File: src/design/hppc_pkg.sv
// Package: register map, fields and reset values of the host port pad control
package hppc_pkg;
    localparam int ADDR_W = 4;
    // Register offsets
    localparam logic [3:0] BANK_OFF = 4'h0;
    localparam logic [3:0] GPIO_OUT_OFF = 4'h1;
    localparam logic [3:0] GPIO_DIR_OFF = 4'h2;
    localparam logic [3:0] GPIO_IN_OFF = 4'h3;
    localparam logic [3:0] STATUS_OFF = 4'h4;
    localparam logic [3:0] CORE_DATA_OFF = 4'h5;
    // Bank switch control register fields; register and keeper reset values
    localparam int DKEEP_BIT = 0;
    localparam int HKEEP_BIT = 1;
    localparam logic [1:0] BANK_RST = 2'h0;
    localparam logic [7:0] GPIO_RST = 8'h00;
    localparam logic [15:0] KEEP_RST = 16'h0000;
    // Status register fields
    localparam int ST_WIDE_BIT = 0;
    localparam int ST_FLOAT_BIT = 1;
    localparam int ST_HOLD_BIT = 2;
    localparam int ST_RESET_BIT = 3;
endpackage

File: src/design/hppc_keeper.sv
// Pad keeper: tri-state driver with an optional bus holder per pin
`timescale 1ns/100ps
module hppc_keeper #(
    parameter int W = 16
) (
    input wire logic clk_in,
    input wire logic nrst_in,
    input wire logic drive_in,
    input wire logic keep_en_in,
    input wire logic [W-1:0] data_in,
    output logic [W-1:0] pad_out,
    output logic [W-1:0] pad_oe_n_out,
    output logic [W-1:0] keep_out,
    output logic keep_active_out
);
    logic [W-1:0] last_r;
    logic [W-1:0] last_nxt;
    logic keep_active_nxt;

    assign last_nxt = drive_in ? data_in : last_r;
    assign keep_active_nxt = keep_en_in & ~drive_in;

    always_ff @(posedge clk_in or negedge nrst_in) begin
        if (!nrst_in) begin
            last_r <= hppc_pkg::KEEP_RST;
            pad_out <= '0;
            pad_oe_n_out <= '1;
            keep_out <= '0;
            keep_active_out <= 1'b0;
        end else begin
            last_r <= last_nxt;
            pad_out <= data_in;
            pad_oe_n_out <= {W{~drive_in}};
            keep_out <= last_nxt;
            keep_active_out <= keep_active_nxt;
        end
    end
endmodule

File: src/design/hppc_top.sv
// Top: pad control of the wide address/data bus and the host byte data pins
//
// Summary of operation
// - Wide mode high: address pins are host inputs into internal memory.
// - Wide mode high: host reads and writes internal memory over data pins.
// - Data pins shared by CPU memory, I/O and host port transfers.
// - Data bus floats when idle, in device reset and during hold.
// - Data bus floats while the global output-float input is low.
// - Enabled keepers hold the last driven level on undriven data pins.
// - Data keepers off after reset; software toggles a control bit.
// - Host byte pins are host data bus, or GPIO in wide mode.
// - Host byte pins float when not outputting or output-float is low.
// - Enabled keepers hold last driven level on host pins while no host pin is driven.
// - Host keepers off after reset; separate control bit controls them.
`timescale 1ns/100ps
module hppc_top #(
    parameter int AW = 16,
    parameter int DW = 16,
    parameter int HW = 8
) (
    input wire logic clk_in,
    input wire logic nrst_in,
    // Pad control inputs
    input wire logic device_reset_n_in,
    input wire logic hold_req_n_in,
    input wire logic out_float_n_in,
    input wire logic host_port_wide_mode_select_in,
    // Register port
    input wire logic [hppc_pkg::ADDR_W-1:0] reg_addr_in,
    input wire logic [15:0] reg_wdata_in,
    input wire logic reg_wr_in,
    input wire logic reg_rd_in,
    output logic [15:0] reg_rdata_out,
    // Core side of the wide bus
    input wire logic core_drive_in,
    input wire logic [DW-1:0] core_wdata_in,
    output logic [DW-1:0] core_rdata_out,
    // Host port side: byte port engine and internal memory access
    input wire logic host_byte_drive_in,
    input wire logic [HW-1:0] host_byte_wdata_in,
    output logic [HW-1:0] host_byte_rdata_out,
    input wire logic host_mem_rd_in,
    input wire logic [DW-1:0] host_mem_rdata_in,
    output logic host_mem_wr_out,
    output logic host_mem_rd_out,
    output logic [AW-1:0] host_mem_addr_out,
    output logic [DW-1:0] host_mem_wdata_out,
    input wire logic host_mem_wr_in,
    // Wide address pins (inputs in wide mode)
    input wire logic [AW-1:0] wide_address_pins_in,
    // Wide data pins
    input wire logic [DW-1:0] wide_data_pins_in,
    output logic [DW-1:0] wide_data_pins_out,
    output logic [DW-1:0] wide_data_pins_oe_n_out,
    output logic [DW-1:0] wide_data_keep_out,
    output logic wide_data_keep_en_out,
    // Host byte data pins
    input wire logic [HW-1:0] host_byte_data_pins_in,
    output logic [HW-1:0] host_byte_data_pins_out,
    output logic [HW-1:0] host_byte_data_pins_oe_n_out,
    output logic [HW-1:0] host_byte_keep_out,
    output logic host_byte_keep_en_out
);
    ////////////////////////////////////////////////////////////////////////
    // Registers
    logic data_bus_keeper_enable_r;
    logic host_data_keeper_enable_r;
    logic [HW-1:0] gpio_out_r;
    logic [HW-1:0] gpio_dir_r;
    logic [15:0] reg_rdata_nxt;

    wire wr_bank = reg_wr_in & (reg_addr_in == hppc_pkg::BANK_OFF);
    wire wr_gout = reg_wr_in & (reg_addr_in == hppc_pkg::GPIO_OUT_OFF);
    wire wr_gdir = reg_wr_in & (reg_addr_in == hppc_pkg::GPIO_DIR_OFF);

    always_ff @(posedge clk_in or negedge nrst_in) begin
        if (!nrst_in) begin
            data_bus_keeper_enable_r <=
                hppc_pkg::BANK_RST[hppc_pkg::DKEEP_BIT];
            host_data_keeper_enable_r <=
                hppc_pkg::BANK_RST[hppc_pkg::HKEEP_BIT];
            gpio_out_r <= hppc_pkg::GPIO_RST;
            gpio_dir_r <= hppc_pkg::GPIO_RST;
        end else begin
            if (!device_reset_n_in) begin
                // Keepers come up disabled out of device reset
                data_bus_keeper_enable_r <= 1'b0;
                host_data_keeper_enable_r <= 1'b0;
            end else if (wr_bank) begin
                data_bus_keeper_enable_r <= reg_wdata_in[hppc_pkg::DKEEP_BIT];
                host_data_keeper_enable_r <= reg_wdata_in[hppc_pkg::HKEEP_BIT];
            end
            if (wr_gout) begin
                gpio_out_r <= reg_wdata_in[HW-1:0];
            end
            if (wr_gdir) begin
                gpio_dir_r <= reg_wdata_in[HW-1:0];
            end
        end
    end

    ////////////////////////////////////////////////////////////////////////
    // Read decode; unmapped offsets read zero
    wire [15:0] bank_val = {14'h0000, host_data_keeper_enable_r,
                            data_bus_keeper_enable_r};
    wire [15:0] status_val = {12'h000, ~device_reset_n_in, ~hold_req_n_in,
                              ~out_float_n_in, host_port_wide_mode_select_in};

    always_comb begin
        reg_rdata_nxt = 16'h0000;
        unique case (reg_addr_in)
            hppc_pkg::BANK_OFF: reg_rdata_nxt = bank_val;
            hppc_pkg::GPIO_OUT_OFF: reg_rdata_nxt = {8'h00, gpio_out_r};
            hppc_pkg::GPIO_DIR_OFF: reg_rdata_nxt = {8'h00, gpio_dir_r};
            hppc_pkg::GPIO_IN_OFF:
                reg_rdata_nxt = {8'h00, host_byte_data_pins_in};
            hppc_pkg::STATUS_OFF: reg_rdata_nxt = status_val;
            hppc_pkg::CORE_DATA_OFF: reg_rdata_nxt = wide_data_pins_in;
            default: reg_rdata_nxt = 16'h0000;
        endcase
    end

    always_ff @(posedge clk_in or negedge nrst_in) begin
        if (!nrst_in) begin
            reg_rdata_out <= 16'h0000;
        end else begin
            reg_rdata_out <= reg_rd_in ? reg_rdata_nxt : 16'h0000;
        end
    end

    ////////////////////////////////////////////////////////////////////////
    // Wide bus source selection
    wire wide = host_port_wide_mode_select_in;
    wire host_rd_wide = wide & host_mem_rd_in;
    // Float conditions: reset and hold for the wide bus, output-float for every driver
    wire wide_block = ~device_reset_n_in | ~hold_req_n_in;
    wire float_all = ~out_float_n_in;
    // Host reads win the pins in wide mode; core uses them otherwise
    wire wide_drive = ~wide_block & ~float_all &
                      (host_rd_wide | (core_drive_in & ~wide));
    wire [DW-1:0] wide_src = host_rd_wide ? host_mem_rdata_in
                                          : core_wdata_in;

    ////////////////////////////////////////////////////////////////////////
    // Host byte pins: host data bus, or GPIO in wide mode
    wire [HW-1:0] gpio_drv = wide ? gpio_dir_r : {HW{1'b0}};
    wire byte_drive = ~float_all & ~wide & host_byte_drive_in;
    wire [HW-1:0] byte_src = wide ? gpio_out_r : host_byte_wdata_in;
    wire [HW-1:0] byte_oe = float_all ? {HW{1'b0}}
                            : (gpio_drv | {HW{byte_drive}});

    ////////////////////////////////////////////////////////////////////////
    // Pads with keepers
    hppc_keeper #(.W(DW)) u_wide_keep (
        .clk_in(clk_in),
        .nrst_in(nrst_in),
        .drive_in(wide_drive),
        .keep_en_in(data_bus_keeper_enable_r),
        .data_in(wide_src),
        .pad_out(wide_data_pins_out),
        .pad_oe_n_out(wide_data_pins_oe_n_out),
        .keep_out(wide_data_keep_out),
        .keep_active_out(wide_data_keep_en_out)
    );

    // Per-pin drive for GPIO means the holder tracks each pin separately
    logic [HW-1:0] byte_last_r;
    genvar i;
    generate
        for (i = 0; i < HW; i++) begin : g_byte
            always_ff @(posedge clk_in or negedge nrst_in) begin
                if (!nrst_in) begin
                    byte_last_r[i] <= 1'b0;
                    host_byte_data_pins_out[i] <= 1'b0;
                    host_byte_data_pins_oe_n_out[i] <= 1'b1;
                end else begin
                    if (byte_oe[i]) begin
                        byte_last_r[i] <= byte_src[i];
                    end
                    host_byte_data_pins_out[i] <= byte_src[i];
                    host_byte_data_pins_oe_n_out[i] <= ~byte_oe[i];
                end
            end
        end
    endgenerate

    always_ff @(posedge clk_in or negedge nrst_in) begin
        if (!nrst_in) begin
            host_byte_keep_out <= '0;
            host_byte_keep_en_out <= 1'b0;
        end else begin
            host_byte_keep_out <= (byte_last_r & ~byte_oe) |
                                  (byte_src & byte_oe);
            host_byte_keep_en_out <= host_data_keeper_enable_r &
                                     ~(|byte_oe);
        end
    end

    ////////////////////////////////////////////////////////////////////////
    // Host memory access and captured pin inputs
    always_ff @(posedge clk_in or negedge nrst_in) begin
        if (!nrst_in) begin
            host_mem_wr_out <= 1'b0;
            host_mem_rd_out <= 1'b0;
            host_mem_addr_out <= '0;
            host_mem_wdata_out <= '0;
            core_rdata_out <= '0;
            host_byte_rdata_out <= '0;
        end else begin
            host_mem_wr_out <= wide & host_mem_wr_in & device_reset_n_in;
            host_mem_rd_out <= host_rd_wide & device_reset_n_in;
            host_mem_addr_out <= wide ? wide_address_pins_in : '0;
            host_mem_wdata_out <= wide_data_pins_in;
            core_rdata_out <= wide_data_pins_in;
            host_byte_rdata_out <= host_byte_data_pins_in;
        end
    end
endmodule

File: config.mk
export PLATFORM = sky130hd
export DESIGN_NAME = hppc_top
export DESIGN_NICKNAME = d
export VERILOG_FILES = /design/src/design/hppc_pkg.sv /design/src/design/hppc_keeper.sv /design/src/design/hppc_top.sv
export SDC_FILE = /design/constraint.sdc
export NUM_CORES = 1
export LEC_CHECK = 0
export BUFFER_PORTS_ARGS = -buffer_cell sky130_fd_sc_hd__buf_2
export CORE_AREA = 2 2 121 99
export DETAILED_ROUTE_END_ITERATION = 8
export DIE_AREA = 0 0 123 101
export MAX_ROUTING_LAYER = met4
export PLACE_DENSITY = 0.87
export SYNTH_ARGS = -nofsm -noshare
export SYNTH_HDL_FRONTEND = slang
export SYNTH_SLANG_ARGS = --single-unit
File: constraint.sdc
create_clock -name clk_in -period 1.8 [get_ports clk_in]
set_input_delay 0.18 -clock clk_in [delete_from_list [all_inputs] [get_ports clk_in]]
set_output_delay 0.18 -clock clk_in [all_outputs]
set_load 0.02 [all_outputs]
* After elaboration in Yosys (flattened, before gate mapping)
Cells that the tools add are included.
** Operators by class
- Equality and inequality tests :: 6
- Mux-type cells :: 11
- Bitwise operators :: 36
- Reductions and logical operators :: 2
** Operators with widths (number)
- case mux 16 bit (6 select lines) :: 1
- two-way mux 16 bit :: 3
- two-way mux 8 bit :: 3
- bitwise AND 8 bit :: 2
- OR 8 bit :: 2
- inverter 1 bit :: 15
- bitwise AND 1 bit :: 14
- equality test 4 x 2 -> 1 bit, second input constant :: 2
- equality test 4 x 3 -> 1 bit, second input constant :: 2
- inverter 8 bit :: 1
- OR reduction 8 bit :: 1
- equality test 4 x 1 -> 1 bit, second input constant :: 1
- logical NOT 4 bit :: 1
- two-way mux 1 bit :: 4
- != test 2 x 1 -> 1 bit, second input constant :: 1
- OR 1 bit :: 2
** Word-level totals
- Register bits :: 143
- Bits of input ports :: 112
- Output and inout bits :: 148
- Word-level logic and storage cells :: 95

* Logic depth before layout (Yosys ltp)
Gate-level depths: netlist of the first run.
- Depth after elaboration :: 8
- Depth in mapped cells :: 5
- Mapped depth without buffers :: 3

* Cells and area by module
A second synthesis of the first run with hierarchy kept.
** Unflattened totals
- Cells, all modules :: 366
- Area, all modules :: 5452.7 sq um
** Modules (own cells, without submodules)
- hppc_top :: instances 1, cells each 297, area each 4234.1 sq um, seq. area each 2737.6 sq um
- hppc_keeper :: instances 1, cells each 69, area each 1218.7 sq um, seq. area each 852.1 sq um

* Worst setup path after synthesis of the first run
OpenSTA, ideal clock, no wires.
- Kind :: flip-flop to flip-flop
- Start :: reg gpio_dir_r[2]
- End :: reg host_byte_keep_en_out
- Library setup time :: 0.065 ns
- Data arrival time :: 1.181 ns
- Data required time :: 1.735 ns
- Slack :: 0.554 ns
- Stages on the path, launching flop included :: 4
- Path buffers :: 0
- Clock period less this slack :: 1.246 ns
- Path through :: dfrtp_1 or4_1 nor4_1 o211a_1
** On the way
- Cells in the longest elaborated chain, start to end :: 6
** Ends and longest elaborated chain
- from (decl) :: line hppc_top.sv:69 : logic [HW-1:0] gpio_dir_r;
- from (signal assigned) :: line hppc_top.sv:83 : gpio_dir_r <= hppc_pkg::GPIO_RST;
- from (signal assigned) :: line hppc_top.sv:97 : gpio_dir_r <= reg_wdata_in[HW-1:0];
- two-way mux 8 bit :: line hppc_top.sv:146 : wire [HW-1:0] gpio_drv = wide ? gpio_dir_r : {HW{1'b0}};
- OR 8 bit :: line hppc_top.sv:150 : : (gpio_drv | {HW{byte_drive}});
- two-way mux 8 bit :: line hppc_top.sv:149 : wire [HW-1:0] byte_oe = float_all ? {HW{1'b0}}
- OR reduction 8 bit :: line hppc_top.sv:195 : ~(|byte_oe);
- inverter 1 bit :: line hppc_top.sv:195
- bitwise AND 1 bit :: line hppc_top.sv:194 : host_byte_keep_en_out <= host_data_keeper_enable_r &
- to (signal assigned) :: line hppc_top.sv:194
- to (decl) :: line hppc_top.sv:62 : output logic host_byte_keep_en_out
No other way between the ends.
A chain may end at the register's enable or synchronous reset.

* Worst setup path after layout of the first run
- Start :: reg, netlist name u_wide_keep.pad_oe_n_out[0]
- End :: out wide_data_pins_oe_n_out[1]
** RTL lines
- to (decl) :: line hppc_top.sv:54 : output logic [DW-1:0] wide_data_pins_oe_n_out,
No word-level cell between the ends.

==> results of run 1 <==
-- per-stage QoR --
step           cells  setup slack (ps)  area (sq um)
2_1_floorplan    367             553.6          5479
3_3_place_gp     731             279.9          6718
3_5_place_dp     731             233.6          6718
4_1_cts          803             349.6          7716
5_1_grt          805             292.7          7721
6_report         805             361.9          7721
-- kinds of logic (layout without fill, tap and decap cells) --
group / Yosys count / count (layout)
flops: 143 / 143
simple gates: 73 / 73
other cells: 0 / 2
mux: 81 / 81
compound gates: 24 / 24
buf+inv: 46 / 334
-- metal layers --
metal	global-route usage [%]	wire length, um	vias to the layer above
li1	-	-	1772
met1	26.71	5417	1938
met2	39.78	7423	160
met3	7.014	911	22
met4	7.168	231	0
met5	-	0	-
-- cell type report --
| cell class | instances | share of cell area, % |
|---|---|---|
| inverters | 1 | 0.04861 |
| repair buffers | 301 | 23.16 |
| flip-flops and latches | 143 | 46.49 |
| diodes | 2 | 0.06482 |
| well taps | 148 | 2.398 |
| clock buffers | 20 | 5.655 |
| multi-input cells | 178 | 20.09 |
| clock inverters | 12 | 2.090 |
-- worst paths after layout --
kind	startpoint	end	slack [ps]	cells past startpoint
worst max register to register	gpio_dir_r[2]	host_byte_keep_en_out	370	3
worst max-delay path	u_wide_keep.pad_oe_n_out[0]	wide_data_pins_oe_n_out[1]	360	1
min in group asynchronous	nrst_in	gpio_dir_r[7]	250	2
max in group asynchronous	nrst_in	host_byte_data_pins_oe_n_out[0]	880	3
worst min-delay path	wide_address_pins_in[15]	host_mem_addr_out[15]	20	2
worst min register to register	byte_last_r[0]	host_byte_keep_out[0]	500	1
-- what timing repair did --
item / 4_1_cts / 5_1_grt
hold buffers: 40 / 0
hold endpoints to repair: 80 / 0
resized for setup: 0 / 0
setup buffers: 0 / 0
-- flip-flops by register name, indices dropped and copies added (netlist names), 8 cells and up --
signal and cells:
byte_last_r 8, core_rdata_out 16, gpio_dir_r 8, gpio_out_r 8, host_byte_data_pins_oe_n_out 8, host_byte_data_pins_out 8
host_byte_keep_out 8, host_byte_rdata_out 8, host_mem_addr_out 16, reg_rdata_out 16, u_wide_keep.last_r 16, u_wide_keep.pad_out 16
-- synth_stat cells, types with 6 or more instances --
library cell,instances
and2_1,28
buf_2,6
buf_4,32
dfrtp_1,134
dfstp_2,9
mux2_2,54
mux2_4,12
mux2i_1,15
nand2_1,9
nor2_1,6
o21ai_0,9
o22a_1,7
-- power by group through the flow --
stage	clock network [mW]	logic [mW]	registers (mW)
final	3.51	1.58	3.89
after global routing	3.74	1.71	3.93
after floorplan	0	0.564	4.24
after detailed placement	0	1.52	3.93
after global placement	0	1.48	3.90
after CTS	3.58	1.60	3.89
==> qor.txt, run 1 <==
======================================================================================================
Outcome                                                                                   complete, no violations
Number of instances in the synthesized netlist                                                     367
Count of different cell masters after synthesis                                                     39
Depth of the CTS H-tree                                                                              4
Initial antenna violation count                                                                      2
Clock tree from TritonCTS                                                                         done
Cell at the root of the clock tree                                                           clkbuf_16
Core Footprint                                                                            11,300 sq um
FFs w/ async S/R, synth                                                                         100.0%
Number of maximum-capacitance constraint violations                                                  0
Post-route worst hold slack                                                                   15.95 ps
Clock transition at the register clock pins on the worst setup and hold paths after CTS          60 ps
Flop pwr share                                                                                   43.3%
Clock latency on the worst-skew pair                                                            400 ps
Leakage                                                                                       3.910 nW
CTS sink count                                                                                     143
Netlist area before placement                                                               5479 sq um
Post-layout minimum cycle time                                                                 1438 ps
Final Setup Violations                                                                               0
Standard cell with the maximum stage delay on the critical path                                dfstp_2
Die outline width                                                                               123 um
Global-route wire length before repair                                                        20.92 mm
Total overflow reported by the global router                                                         0
Synthesized-area fraction occupied by ao, oa, aoi and oai cells                                 3.037%
Fraction of post-synthesis cell area in the top cell type by area                               61.20%
Endpoint class of the critical path                                                        output port
Unrepaired setup endpoints after global routing                                                     no
Clk pwr share                                                                                    39.1%
Combinational fraction of design power                                                           17.6%
Highest achievable clock rate                                                               0.6954 GHz
Overall power of the completed layout                                                         8.978 mW
Die footprint                                                                             12,420 sq um
Starting density of the core                                                                    48.49%
Avg Cell Area, Syn                                                                         14.93 sq um
Leading cell type in the layout, fill and taps excluded                                          buf_2
Buffers added on ports                                                                             251
Seq. cell area                                                                              3590 sq um
Die height                                                                                      101 um
Critical Path Source Type                                                                    flip-flop
Fraction of the mapped netlist area in simple logic gates                                       8.153%
Maximum vdd ir drop                                                                         0.001203 V
Synth warnings                                                                                       0
Register area share after synthesis                                                             65.52%
Proportion of layout cells with a drive suffix above 1                                          56.79%
Max-slew violations                                                                                  0
Sum of routed wire length over all layers                                                     13.98 mm
Final setup TNS                                                                                   0 ps
Number of buffers and inverters on the critical path                                                 1
Required time at the endpoint of the critical path                                             1620 ps
Clock skew after layout                                                                       4.393 ps
Post-DP HPWL                                                                                  9.915 mm
Number of fill cells in the layout                                                                 792
Post-synthesis share of cell area spent on full adders, half adders and majority gates              0%
Dominant delay contributor by cell family on the critical path                              flip-flops
Commonest non-fill, non-tap cells in the layout                                           buf_2, dfrtp_1, mux2_2, dlygate4sd3_1, and2_1
First-iteration detailed-routing DRC count                                                         132
Total global routing track utilization                                                          23.38%
Switching power total                                                                         2.428 mW
DRC errors left                                                                                      0
Area leader, netlist                                                                           dfrtp_1
Weighted congestion at the end of routability-driven global placement                           0.7599
Largest fanout of any net on the critical path                                                      16
Slew headroom                                                                                   75.03%
DRT antenna net count                                                                                0
Dominant cells by area after synthesis                                                    dfrtp_1, mux2_2, buf_4, dfstp_2, mux2_4
Proportion of total power due to net switching                                                  27.04%
Proportion of synthesized area in mux cells                                                     17.13%
Kind of critical path                                                                       reg -> out
Number of global-route vias before repair                                                        4,125
Endpoints failing hold                                                                               0
Internal power                                                                                6.551 mW
Max Root-Sink Buffers                                                                                2
Power density cells                                                                       1163 nW/um^2
Mapped Nets                                                                                        479
Site Rows                                                                                           35
Number of nets at the end of the flow                                                              754
Cell-by-cell trace of the critical path                                                          buf_2
Top-level port count                                                                               260
Number of enable flip-flop cells after synthesis                                                     0
Final Cycle Share                                                                               79.90%
Delay of the slowest critical-path stage                                                        640 ps
Flops & latches, synth                                                                             143
Area occupied by multi-input gates                                                          1551 sq um
Layout area overhead                                                                            40.92%
Total via count in the routed design                                                             3,892
Largest family of logic cells by synthesized area                                         multiplexers
Pin count of the biggest net entering global routing                                                59
Worst slew pin tran                                                                           374.5 ps
Number of CTS-inserted buffers                                                                      17
Routed wire per std cell                                                                      17.37 um
Worst hold path class                                                                        in -> reg
DRT Pass-1 Iters                                                                                     4
Per-cell via count in the routed design                                                          4.835
Synth Flop Type                                                                                dfrtp_1
Core Util, Final                                                                                68.34%
Arrival time at the worst endpoint                                                             1260 ps
Xor and xnor fraction of the mapped netlist area                                                    0%
======================================================================================================
No activity file was read; power rests on OpenSTA's default activity.
==> inputs of run 2 (changes only) <==
--- a/config.mk
+++ b/config.mk
@@ -5,12 +5,13 @@
 export SDC_FILE = /design/constraint.sdc
 export NUM_CORES = 1
 export LEC_CHECK = 0
+export ABC_AREA = 1
 export BUFFER_PORTS_ARGS = -buffer_cell sky130_fd_sc_hd__buf_2
-export CORE_AREA = 2 2 121 99
+export CORE_AREA = 2 2 126 104
 export DETAILED_ROUTE_END_ITERATION = 8
-export DIE_AREA = 0 0 123 101
+export DIE_AREA = 0 0 128 106
 export MAX_ROUTING_LAYER = met4
-export PLACE_DENSITY = 0.87
+export PLACE_DENSITY = 0.81
 export SYNTH_ARGS = -nofsm -noshare
 export SYNTH_HDL_FRONTEND = slang
 export SYNTH_SLANG_ARGS = --single-unit
==> constraint.sdc (replaced) <==
create_clock -name clk_in -period 1.42 [get_ports clk_in]
set_input_delay 0.142 -clock clk_in [delete_from_list [all_inputs] [get_ports clk_in]]
set_output_delay 0.142 -clock clk_in [all_outputs]
set_load 0.02 [all_outputs]
==> qor.txt, run 2 <==
======================================================================================================
Outcome                                                                                   complete, no violations
Max-slew violations                                                                                  0   unchanged
Global-route wire length before repair                                                        24.56 mm   +17%
Area leader, netlist                                                                           dfrtp_1
Number of CTS-inserted buffers                                                                      17   unchanged
DRT Pass-1 Iters                                                                                     6   +2
CTS sink count                                                                                     143   unchanged
Total overflow reported by the global router                                                         0   unchanged
GRT busiest layer                                                                                 met2
Clock skew after layout                                                                       4.769 ps   +0.3764 ps
Count of different cell masters after synthesis                                                     27   -31%
Kind of critical path                                                                       reg -> out
Number of maximum-capacitance constraint violations                                                  0   unchanged
Initial antenna violation count                                                                      1   -1
Commonest non-fill, non-tap cells in the layout                                           buf_2, nand2_1, dfrtp_1, dlygate4sd3_1, nand3_1
Number of global-route vias before repair                                                        4,988   +21%
Clock tree from TritonCTS                                                                         done
Starting density of the core                                                                    44.71%   -3.8 points
Post-layout minimum cycle time                                                                 1412 ps
Flops & latches, synth                                                                             143   unchanged
Final setup TNS                                                                                   0 ps   unchanged
Core Util, Final                                                                                66.41%   -1.9 points
Area after detailed placement                                                               6803 sq um   +1.3%
Die height                                                                                      106 um   +5.0%
Layout area overhead                                                                            48.54%
Fraction of post-synthesis cell area in the top cell type by area                               60.46%   -0.75 points
Total global routing track utilization                                                          24.44%   +1.1 points
Total via count in the routed design                                                             4,964   +28%
DRT antenna net count                                                                                0   unchanged
Max Root-Sink Buffers                                                                                2   unchanged
Worst hold path class                                                                        in -> reg
Number of nets at the end of the flow                                                              984   +31%
Number of buffers and inverters on the critical path                                                 2   +1
Fin area                                                                                    8239 sq um   +6.7%
Site Rows                                                                                           37   +5.7%
Dominant cells by area after synthesis                                                    dfrtp_1, nand2_1, nand3_1, buf_4, dfstp_2
Final Setup Violations                                                                               0   unchanged
Depth of the CTS H-tree                                                                              4   unchanged
Netlist area before placement                                                               5547 sq um   +1.2%
Endpoints failing hold                                                                               0   unchanged
Top-level port count                                                                               260   unchanged
Post-DP HPWL                                                                                  11.03 mm   +11%
Die footprint                                                                             13,570 sq um   +9.2%
Placed Instances                                                                                   929   +27%
Standard cell with the maximum stage delay on the critical path                                dfstp_2
Leakage                                                                                       4.558 nW   +17%
Number of instances in the synthesized netlist                                                     549   +50%
Slew headroom                                                                                   71.74%   -3.3 points
Highest achievable clock rate                                                               0.7082 GHz
Synth Flop Type                                                                                dfrtp_1
Worst slew pin tran                                                                           423.9 ps   +49.42 ps
Met1 track demand over resource in global routing                                               28.42%   +1.7 points
Maximum vdd ir drop                                                                         0.001035 V   -14%
Leading cell type in the layout, fill and taps excluded                                          buf_2
Proportion of layout cells with a drive suffix above 1                                          37.06%   -20 points
Unrepaired setup endpoints after global routing                                                    yes
Register area share after synthesis                                                             64.72%   -0.80 points
GR Util met3                                                                                    6.593%   -0.42 points
Synth warnings                                                                                       0   unchanged
DRC errors left                                                                                      0   unchanged
FFs w/ async S/R, synth                                                                         100.0%   unchanged
Sum of routed wire length over all layers                                                     15.91 mm   +14%
Cell-by-cell trace of the critical path                                                   buf_4, buf_2
Number of enable flip-flop cells after synthesis                                                     0   unchanged
Cell at the root of the clock tree                                                           clkbuf_16
Routed wire per std cell                                                                      15.27 um   -12%
Arrival time at the worst endpoint                                                             1270 ps   about the same
Die outline width                                                                               128 um   +4.1%
Pin count of the biggest net entering global routing                                                42   -29%
Endpoint class of the critical path                                                        output port
First-iteration detailed-routing DRC count                                                         291   +120%
Clock transition at the register clock pins on the worst setup and hold paths after CTS          60 ps   about the same
Most frequent cells after synthesis                                                       nand2_1, dfrtp_1, nand3_1
Core Footprint                                                                            12,410 sq um   +9.8%
Clock latency on the worst-skew pair                                                            410 ps   about the same
Critical Path Source Type                                                                    flip-flop
Delay of the slowest critical-path stage                                                        540 ps   -100 ps
Library cell with the highest instance count after synthesis                                   nand2_1
Largest fanout of any net on the critical path                                                       8   -8
Dominant delay contributor by cell family on the critical path                              flip-flops
Fin cells                                                                                        1,042   +29%
Weighted congestion at the end of routability-driven global placement                           0.8923   +17%
Overall power of the completed layout                                                         11.36 mW   +27%
Power density cells                                                                       1379 nW/um^2   +19%
Avg Cell Area, Syn                                                                         10.10 sq um   -32%
Mapped Nets                                                                                        661   +38%
Final Cycle Share                                                                               99.44%
Buffers added on ports                                                                             251   unchanged
Per-cell via count in the routed design                                                          4.764   -1.5%
Required time at the endpoint of the critical path                                             1280 ps   -340 ps
Met2 Track Usage GR                                                                             41.18%   +1.4 points
======================================================================================================
==> run 2: per-layer routing <==
metal	vias to the layer above	share of wire (%)	wire length, um
met5	-	0	0
met4	0	2.2	343
met3	29	7.6	1215
met2	237	50	7913
met1	2360	40	6439
li1	2338	-	-
==> run 2: stage by stage <==
| step | worst slack [ps] | hold WS (ps) |
|---|---|---|
| 2_1_floorplan | 334.3 | -153.6 |
| 3_3_place_gp | 235.1 | 88.11 |
| 3_5_place_dp | 174.8 | 93.61 |
| 4_1_cts | 10.94 | 0.4618 |
| 5_1_grt | -29.56 | 9.871 |
| 6_report | 7.997 | 15.00 |
==> run 2: worst paths after layout <==
path | start | to | slack, ps | cells after the start
worst max-delay path | u_wide_keep.pad_oe_n_out[0] | wide_data_pins_oe_n_out[4] | 8 | 2
max in group asynchronous | nrst_in | host_byte_data_pins_oe_n_out[5] | 590 | 3
worst min register to register | u_wide_keep.last_r[5] | u_wide_keep.last_r[5] | 460 | 2
worst max register to register | gpio_dir_r[4] | byte_last_r[4] | 280 | 4
worst min-delay path | host_mem_rdata_in[5] | u_wide_keep.pad_out[5] | 10 | 3
min in group asynchronous | nrst_in | core_rdata_out[4] | 220 | 2
==> run 2: cell families after synthesis <==
logic type	Yosys count	share of synthesized area (%)
compound gates	32	3.113
flops	143	64.72
buf+inv	105	10.92
simple gates	269	21.25
==> run 2: area by class of cell <==
cell class / count / area, sq um
Timing Repair Buffer: 352 / 2251
Tap cell: 156 / 195.2
Antenna cell: 1 / 2.502
Fill cell: 914 / 4168
Clock inverter: 13 / 175.2
Clock buffer: 19 / 452.9
Sequential cell: 143 / 3590
Inverter: 57 / 221.5
Multi-Input combinational cell: 301 / 1351
==> run 2: worst reg2reg max path: cells and delay by family, from the launching register on <==
| family | cells | cell delay [ps] |
|---|---|---|
| flip-flops | 1 | 410 |
| AND/OR/NAND/NOR | 1 | 70 |
| buffers and inverters | 1 | 50 |
| AO/OA/AOI/OAI | 2 | 520 |
==> run 2: power breakdown <==
group	internal (mW)	switching, mW
clock network	2.89	1.74
logic	0.733	1.20
registers	4.56	0.234
==> run 2: timing repair <==
action | CTS | global route
hold buffers | 78 | 0
setup buffers | 0 | 2
resized for setup | 0 | 6
endpoints found under the hold margin | 141 | 0
endpoints found under the setup margin | 0 | 16
